`config.mk`:
```
export PLATFORM = sky130hd
export DESIGN_NAME = analog_control_pwm
export DESIGN_NICKNAME = d
export VERILOG_FILES = /design/src/analog_control_pwm_pkg.sv /design/src/analog_control_pwm.sv
export SDC_FILE = /design/constraint.sdc
export NUM_CORES = 1
export LEC_CHECK = 0
export BUFFER_PORTS_ARGS = -buffer_cell sky130_fd_sc_hd__buf_2
export CORE_MARGIN = 4
export CORE_UTILIZATION = 40
export CTS_CLUSTER_DIAMETER = 100
export DETAILED_ROUTE_END_ITERATION = 8
export HOLD_SLACK_MARGIN = 0.12
export PLACE_DENSITY = 0.57
export SYNTH_ARGS = -nofsm -noshare
export SYNTH_HDL_FRONTEND = slang
export SYNTH_SLANG_ARGS = --single-unit
```
`constraint.sdc`:
```
create_clock -name i_clock -period 4.25 [get_ports i_clock]
set_clock_uncertainty 0.15 [all_clocks]
set_input_delay 0.85 -clock i_clock [delete_from_list [all_inputs] [get_ports i_clock]]
set_output_delay 0.85 -clock i_clock [all_outputs]
set_load 0.02 [all_outputs]
```
`src/analog_control_pwm_pkg.sv`:
```
package analog_control_pwm_pkg;

    // ------------------------------------------------------------------
    // Register addresses on the special-function bus
    // ------------------------------------------------------------------
    localparam logic [7:0] ADDR_LEVEL_CH0    = 8'hE4;
    localparam logic [7:0] ADDR_LEVEL_CH1    = 8'hE5;
    localparam logic [7:0] ADDR_LEVEL_CH2    = 8'hE6;
    localparam logic [7:0] ADDR_LEVEL_CH3    = 8'hE7;
    localparam logic [7:0] ADDR_LEVEL_CH4    = 8'hEC;
    localparam logic [7:0] ADDR_LEVEL_CH5    = 8'hED;
    localparam logic [7:0] ADDR_LEVEL_CH6    = 8'hEE;
    localparam logic [7:0] ADDR_LEVEL_CH7    = 8'hEF;
    localparam logic [7:0] ADDR_TUNING_LOWER = 8'hD2;
    localparam logic [7:0] ADDR_TUNING_UPPER = 8'hD3;

    // ------------------------------------------------------------------
    // Field layout and reset values
    // ------------------------------------------------------------------
    localparam int          NUM_CHANNELS     = 8;
    localparam int          CH_SELECT_BIT    = 7;
    localparam int          TUNE_SELECT_BIT  = 7;
    localparam logic [7:0]  UPPER_RW_MASK    = 8'hBF;
    localparam logic [7:0]  LEVEL_RESET      = 8'h00;
    localparam logic [7:0]  TUNING_RESET     = 8'h00;
    localparam logic [7:0]  UNMAPPED_READ    = 8'h00;

    // ------------------------------------------------------------------
    // Timing
    // ------------------------------------------------------------------
    localparam int          OSC_PER_TICK     = 4;
    localparam int          CH_REPEAT_OSC    = 512;
    localparam int          CH_REPEAT_TICKS  = CH_REPEAT_OSC / OSC_PER_TICK;
    localparam int          SUBPERIOD_TICKS  = 128;
    localparam int          FULL_CYCLE_TICKS = 16384;
    localparam logic [1:0]  PRESCALE_LAST    = 2'(OSC_PER_TICK - 1);
    localparam logic [6:0]  POS_LAST         = 7'(SUBPERIOD_TICKS - 1);
    localparam logic [7:0]  COARSE_THRESHOLD = 8'(SUBPERIOD_TICKS);

endpackage : analog_control_pwm_pkg

```
`src/analog_control_pwm.sv`:
```
// Operation
// - Channel pin carries pulse when its select bit 7 is one, else port.
// - Channels tick at quarter oscillator; pattern repeats every 128 ticks.
// - Channel outputs are always active high, never inverted.
// - Channel high time equals its 7-bit value in ticks.
// - Channel rising edges are staggered one tick apart.
// - Channel one rises at count 2, channel five at count 6.
// - Tuning output is active high with 16384 levels from latches.
// - Tuning select bit 7 of upper latch chooses pulse or port line.
// - Working register loads at first subperiod start after upper write.
// - New tuning pattern appears one subperiod after the load.
// - Upper seven working bits are coarse, lower seven are fine.
// - Tuning output is coarse OR fine pulse output.
// - 14-bit counter runs continuously at quarter oscillator rate.
// - Subperiod is 128 ticks; full cycle 16384 ticks.
// - Coarse pulse absent in subperiod zero, present in all others unless value is zero.
// - Coarse low for 128 minus value ticks then high to end.
// - Coarse zero stays low; maximum gives one low then 127 high.
// - Fine pulse is one tick wide at start of selected subperiod.
// - Fine value picks both subperiods and pulse count.
// - Fine pulse count per cycle equals fine value, spread evenly.
// - Fine bit 0 picks 64, bit 1 32 and 96, bit 6 odd.
// - Upper latch: select bit 7, bits 13..8 in 5..0; lower bits 7..0.
`timescale 1ns/1ps
`default_nettype none

module analog_control_pwm
    import analog_control_pwm_pkg::*;
(
    // Clock and reset
    input  wire logic                    i_clock,
    input  wire logic                    i_rst_n,
    // Special-function register port
    input  wire logic [7:0]              i_sfr_addr,
    input  wire logic [7:0]              i_sfr_wdata,
    input  wire logic                    i_sfr_wr,
    input  wire logic                    i_sfr_rd,
    output logic      [7:0]              o_sfr_rdata,
    // Port latch values of the shared pins
    input  wire logic [NUM_CHANNELS-1:0] i_channel_port,
    input  wire logic                    i_tuning_port,
    // Pin levels and function selects
    output logic      [NUM_CHANNELS-1:0] o_channel_pin,
    output logic      [NUM_CHANNELS-1:0] o_channel_pin_select,
    output logic                         o_tuning_pin,
    output logic                         o_tuning_pin_select,
    // Raw pulse outputs
    output logic      [NUM_CHANNELS-1:0] o_channel_level_pulse,
    output logic                         o_tuning_output
);

    // ------------------------------------------------------------------
    // Helpers
    // ------------------------------------------------------------------
    // The two channel groups sit in two contiguous address runs
    function automatic logic [7:0] addr_of_channel(input int ch);
        return (ch < 4) ? ADDR_LEVEL_CH0 + 8'(ch)
                        : ADDR_LEVEL_CH4 + 8'(ch - 4);
    endfunction : addr_of_channel

    // Lowest set bit of the subperiod index picks one fine bit; bit k
    // serves the subperiods whose index has 6-k trailing zeros.
    function automatic logic fine_selects(input logic [6:0] sub,
                                          input logic [6:0] fine);
        for (int j = 0; j < 7; j++)
        begin
            if (sub[j])
            begin
                return fine[6-j];
            end
        end
        return 1'b0;
    endfunction : fine_selects

    // ------------------------------------------------------------------
    // Quarter-oscillator tick
    // ------------------------------------------------------------------
    logic [1:0] prescale;
    logic       tick;

    always_ff @(posedge i_clock or negedge i_rst_n)
    begin
        if (!i_rst_n)
        begin
            prescale <= 2'h0;
        end
        else
        begin
            prescale <= (prescale == PRESCALE_LAST) ? 2'h0 : prescale + 2'h1;
        end
    end

    assign tick = (prescale == PRESCALE_LAST);

    // ------------------------------------------------------------------
    // Register file
    // ------------------------------------------------------------------
    logic [7:0] channel_level_value [NUM_CHANNELS];
    logic [7:0] tuning_lower_latch;
    logic [7:0] tuning_upper_latch;
    logic       wr_upper;

    assign wr_upper = i_sfr_wr && (i_sfr_addr == ADDR_TUNING_UPPER);

    always_ff @(posedge i_clock or negedge i_rst_n)
    begin
        if (!i_rst_n)
        begin
            for (int n = 0; n < NUM_CHANNELS; n++)
            begin
                channel_level_value[n] <= LEVEL_RESET;
            end
        end
        else
        begin
            for (int n = 0; n < NUM_CHANNELS; n++)
            begin
                if (i_sfr_wr && (i_sfr_addr == addr_of_channel(n)))
                begin
                    channel_level_value[n] <= i_sfr_wdata;
                end
            end
        end
    end

    always_ff @(posedge i_clock or negedge i_rst_n)
    begin
        if (!i_rst_n)
        begin
            tuning_lower_latch <= TUNING_RESET;
            tuning_upper_latch <= TUNING_RESET;
        end
        else
        begin
            if (i_sfr_wr && (i_sfr_addr == ADDR_TUNING_LOWER))
            begin
                tuning_lower_latch <= i_sfr_wdata;
            end
            if (wr_upper)
            begin
                tuning_upper_latch <= i_sfr_wdata & UPPER_RW_MASK;
            end
        end
    end

    // Read data is registered; unused bit 6 of the upper latch reads 0
    always_ff @(posedge i_clock or negedge i_rst_n)
    begin
        if (!i_rst_n)
        begin
            o_sfr_rdata <= UNMAPPED_READ;
        end
        else if (i_sfr_rd)
        begin
            o_sfr_rdata <= UNMAPPED_READ;
            if (i_sfr_addr == ADDR_TUNING_LOWER)
            begin
                o_sfr_rdata <= tuning_lower_latch;
            end
            if (i_sfr_addr == ADDR_TUNING_UPPER)
            begin
                o_sfr_rdata <= tuning_upper_latch;
            end
            for (int n = 0; n < NUM_CHANNELS; n++)
            begin
                if (i_sfr_addr == addr_of_channel(n))
                begin
                    o_sfr_rdata <= channel_level_value[n];
                end
            end
        end
    end

    // ------------------------------------------------------------------
    // Low-resolution channels
    // ------------------------------------------------------------------
    // One free-running base count; each channel's own counter is the base
    // offset by its stagger, so no channel can drift from the others.
    logic [6:0] base_count;

    always_ff @(posedge i_clock or negedge i_rst_n)
    begin
        if (!i_rst_n)
        begin
            base_count <= 7'h00;
        end
        else if (tick)
        begin
            base_count <= base_count + 7'h01;
        end
    end

    always_ff @(posedge i_clock or negedge i_rst_n)
    begin
        if (!i_rst_n)
        begin
            o_channel_level_pulse <= '0;
        end
        else
        begin
            for (int n = 0; n < NUM_CHANNELS; n++)
            begin
                // Active high only; no inversion path exists
                o_channel_level_pulse[n] <= (7'(base_count - 7'(n + 1))
                    < channel_level_value[n][6:0]);
            end
        end
    end

    always_comb
    begin
        for (int n = 0; n < NUM_CHANNELS; n++)
        begin
            o_channel_pin_select[n] = channel_level_value[n][CH_SELECT_BIT];
            o_channel_pin[n] = o_channel_pin_select[n] ?
                o_channel_level_pulse[n] : i_channel_port[n];
        end
    end

    // ------------------------------------------------------------------
    // Tuning time base
    // ------------------------------------------------------------------
    logic [13:0] tuning_count;
    logic [6:0]  subperiod;
    logic [6:0]  position;
    logic        sub_start;

    always_ff @(posedge i_clock or negedge i_rst_n)
    begin
        if (!i_rst_n)
        begin
            tuning_count <= 14'h0000;
        end
        else if (tick)
        begin
            tuning_count <= tuning_count + 14'h0001;
        end
    end

    assign subperiod = tuning_count[13:7];
    assign position  = tuning_count[6:0];
    // Last clock before a new subperiod begins
    assign sub_start = tick && (position == POS_LAST);

    // ------------------------------------------------------------------
    // Tuning load pipeline
    // ------------------------------------------------------------------
    // Software must fill the lower latch first; the upper write arms the
    // load. A write landing on the boundary keeps the request armed.
    logic        load_pending;
    logic [13:0] tuning_working_register;
    logic        stage_pending;
    logic [6:0]  coarse_value;
    logic [6:0]  fine_value;

    always_ff @(posedge i_clock or negedge i_rst_n)
    begin
        if (!i_rst_n)
        begin
            load_pending <= 1'b0;
        end
        else if (wr_upper)
        begin
            load_pending <= 1'b1;
        end
        else if (sub_start)
        begin
            load_pending <= 1'b0;
        end
    end

    always_ff @(posedge i_clock or negedge i_rst_n)
    begin
        if (!i_rst_n)
        begin
            tuning_working_register <= 14'h0000;
            stage_pending           <= 1'b0;
        end
        else if (sub_start)
        begin
            stage_pending <= load_pending && !wr_upper;
            if (load_pending && !wr_upper)
            begin
                tuning_working_register <=
                    {tuning_upper_latch[5:0], tuning_lower_latch};
            end
        end
    end

    // The pattern values follow the working register one subperiod later
    always_ff @(posedge i_clock or negedge i_rst_n)
    begin
        if (!i_rst_n)
        begin
            coarse_value <= 7'h00;
            fine_value   <= 7'h00;
        end
        else if (sub_start && stage_pending)
        begin
            coarse_value <= tuning_working_register[13:7];
            fine_value   <= tuning_working_register[6:0];
        end
    end

    // ------------------------------------------------------------------
    // Coarse and fine controllers and mixer
    // ------------------------------------------------------------------
    logic coarse_pulse_out;
    logic fine_pulse_out;

    // High once position + value reaches 128, i.e. the last value ticks
    assign coarse_pulse_out = (subperiod != 7'h00)
        && (8'(position) + 8'(coarse_value) >= COARSE_THRESHOLD);

    assign fine_pulse_out = (position == 7'h00)
        && fine_selects(subperiod, fine_value);

    always_ff @(posedge i_clock or negedge i_rst_n)
    begin
        if (!i_rst_n)
        begin
            o_tuning_output <= 1'b0;
        end
        else
        begin
            o_tuning_output <= coarse_pulse_out | fine_pulse_out;
        end
    end

    assign o_tuning_pin_select = tuning_upper_latch[TUNE_SELECT_BIT];
    assign o_tuning_pin = o_tuning_pin_select ?
        o_tuning_output : i_tuning_port;

endmodule : analog_control_pwm

`default_nettype wire

```
==> summary.md <==
The final core area utilization is 0.4571. The first detailed-routing pass ran for 5 iterations. For the number of antenna diodes, the log shows 0.

The most common cell in the netlist is dfrtp_1. In this run the post-CTS setup repair buffer count came out at 0. Height of the chip: 154.6 um. For the post-synthesis cell count, the log shows 789.

Kind of start point of the critical path: a flip-flop. TritonCTS built the clock tree. The average detailed-routed wire length per instance was 19.22 um. Setup repair after global routing left no endpoint under its margin. The floorplan has 53 rows.

STA classifies the critical path endpoint as a flip-flop. The async set or reset register ratio after synthesis was 1.000. The share of the cycle needed by the critical path after routing is 0.6567. The type of the worst min-delay path is primary input to asynchronous set/reset pin. For this design, the sink count on the clock tree is 149. Final hold analysis gives a worst-case slack of 0.2194 ns. The total global-route track usage was 0.1867; the clock insertion delay at the later pin of the skew report was 0.43 ns. For the final count of pins violating max slew, the log shows 0. The H-tree was split into 4 levels. The tools report the placer's final routability congestion estimate as 0.8623. For the detailed-placement wirelength estimate, the log shows 15780 um. The upper clock frequency limit was 358.3 MHz.

Setup violations remaining at the end of the flow were counted as 0. The initial core utilization was 0.4074; the number of enable-type register cells in the synthesized netlist was 0. Detail-routed via count per cell: 5.290.

The launch point of the worst reg-to-reg path is base_count[0]. The fraction of synthesized cell area taken by the top area cell type is 0.4340, and the via count is 5909. The count of pins on the block boundary is 64, and the static power due to leakage is 4.703 nW. Post-CTS clock slew at the launch and capture registers of the worst setup and hold paths: 0.07 ns.

The dominant cell type by area after synthesis is dfrtp_1. The classification of the worst setup path was flip-flop to flip-flop. The core region is 0.02109 mm^2. Summed over all layers, the global routing overflow is 0. For the number of buffers added by the clock tree synthesis step, the log shows 17.

The tools report the overall routed net length as 21460 um. Fraction of layout cells with a size suffix above 1: 0.2553. The tool flagged a number of max-cap violations equal to 0. In this run the power spent charging and discharging nets is 0.9156 mW. After routing, the total negative slack on setup checks comes to 0 ns. The area growth from synthesis to layout was 12.21%; the critical path arrival was 2.97 ns. The flow ran to the end, and the final reports show no timing, DRC or antenna violations. Synthesis inferred 149 register bits.

After synthesis, the most frequently instantiated cells are dfrtp_1, mux2_2, ha_1, inv_1, nand2_1. During synthesis, Yosys emitted a total of 0 warnings. For this run, design rule violations remaining after detail routing come to 0. The fraction of power spent switching nets was 0.2790. In the synthesized netlist the dominant register cell turns out to be dfrtp_1. The number of hold buffers added after CTS was 0. By area the synthesized netlist is led by dfrtp_1, mux2_2, ha_1. Of all nets on the critical path, the largest fanout is 17. The first-pass GRT wire length was 34370 um. Number of hold violations in the final report: 0. The average instance in the mapped netlist occupies 10.89 um^2. The part of the Yosys area used for sequential elements came out at 0.4340. The tree is rooted in a clkbuf_16.

The cell area power density came out at 340.4 mW/mm^2. Port buffering added 63 buffers. At the worst endpoint, the required time is 4.42 ns. The run gives 0.1958 mV as the worst ir drop on vdd. The end of the worst register-to-register path is o_channel_level_pulse[6]. The floorplan step set the die width to 154.6 um.

The count of cell types in the netlist was 53; the cell-internal power was 2.366 mW. The number of cells on the worst reg-to-reg path is 7. In this run the cell area of the synthesized design comes to 0.008591 mm^2.

The net count of the finished layout is 928. The combinational share of power came out at 0.092. Entering global routing, the biggest net connects 91 pins. The logs give 0.463 for the sequential fraction of design power and 2 for the number of buffers on the longest clock path.

The number of nets in the synthesized netlist is 888. The worst slew margin relative to its limit came out at 0.3596. The reg-to-reg setup timing slack is 1.46 ns, and the transition time of the tightest slew-check pin is 0.9607 ns.

Once the clock tree was built, the resizer swapped 0 gates to a different size. The via count of the first global-routing pass was 5919. The die covers 0.02389 mm^2. Once detail routing completed, the nets flagged for antenna violations numbered 0. Number of antenna violations at the first check in global routing: 0. The run gives 378 as the number of DRC markers in iteration 0. The worst path in the final design needs a cycle of 2.791 ns, including I/O delays and setup. Portion of total power attributed to the clock network: 0.445.
==> stage by stage <==
| step | area (um^2) | instances | total power [mW] | setup slack (ns) |
|---|---|---|---|---|
| after floorplan | 8591 | 789 | 1.721 | 1.589 |
| after global placement | 9074 | 1085 | 1.849 | 1.129 |
| after detailed placement | 9074 | 1085 | 1.851 | 1.131 |
| after CTS | 9639 | 1117 | 3.319 | 1.368 |
| after global routing | 9639 | 1117 | 3.424 | 1.144 |
| final | 9639 | 1117 | 3.282 | 1.459 |
==> worst max path at each step <==
stage / startpoint / to / slack, ns / cells after the start
2_1_floorplan: i_sfr_addr[5] / tuning_working_register[10] / 1.59 / 8
3_3_place_gp: i_sfr_addr[0] / o_sfr_rdata[0] / 1.13 / 6
3_5_place_dp: i_sfr_addr[0] / tuning_working_register[5] / 1.13 / 4
4_1_cts: base_count[0] / o_channel_level_pulse[6] / 1.37 / 7
5_1_grt: base_count[0] / o_channel_level_pulse[6] / 1.14 / 7
6_report: base_count[0] / o_channel_level_pulse[6] / 1.46 / 7
==> critical path, stage by stage (launching register included) <==
cell,delay (ns)
dfrtp_1,0.73
ha_1,0.42
xor2_1,0.16
ha_1,0.27
a211oi_1,0.39
o21ai_0,0.18
o2111a_1,0.14
a211oi_1,0.26
==> power groups by stage <==
stage	clock [mW]	combinational, mW	sequential (mW)
global placement	0	0.304	1.54
CTS	1.49	0.308	1.52
detailed placement	0	0.306	1.54
global route	1.56	0.338	1.52
floorplan	0	0.178	1.54
finish	1.46	0.303	1.52
==> cell usage in the layout, fill, tap and decap left out, types with 4 or more instances in the layout <==
cell type / instances
nor3_1: 11
ha_1: 70
buf_4: 5
mux4_2: 7
mux2_4: 9
a221o_1: 6
nor2b_1: 5
dfrtp_1: 149
o21ai_0: 51
o2111a_1: 8
nand2b_1: 6
nand3_1: 11
clkinv_4: 4
buf_2: 62
nor2_1: 38
inv_8: 7
mux2_2: 91
nand2_1: 57
a221oi_1: 5
a211oi_1: 16
clkbuf_16: 17
xnor2_1: 36
o22ai_1: 8
nand4_1: 6
and3_1: 4
inv_1: 65
xor2_1: 14
a21oi_1: 24
mux2i_1: 16
==> registers in the layout, summed over array words and instances, names as in the netlist <==
signal / cells
channel_level_value: 56
tuning_count: 14
tuning_working_register: 14
o_channel_level_pulse: 8
o_channel_pin_select: 8
o_sfr_rdata: 8
tuning_lower_latch: 8
base_count: 7
coarse_value: 7
fine_value: 7
tuning_upper_latch: 7
prescale: 2
load_pending: 1
o_tuning_output: 1
stage_pending: 1
==> final cells by class <==
cell class,instances,area (um^2)
fillers,2013,11450
repair buffers,69,379.1
multi-input cells,525,4370
clock inverters,15,140.1
flip-flops and latches,149,3729
clock buffers,17,425.4
inverters,67,251.5
well taps,275,344.1
==> routing by layer <==
| layer | wire length, um | GRT usage |
|---|---|---|
| met4 | 216 | 0.04289 |
| met5 | 0 | 0 |
| met2 | 9751 | 0.2779 |
| met3 | 1129 | 0.04197 |
| met1 | 10370 | 0.2782 |
==> cells by family after synthesis <==
kind of cell / synth area share
buffers and inverters: 0.05724
adder cells (fa/ha/maj): 0.1020
XOR/XNOR: 0.05098
AO/OA/AOI/OAI: 0.09569
flip-flops: 0.4340
multiplexers: 0.1720
AND/OR/NAND/NOR: 0.08812
Power figures use the tool's default switching activity.
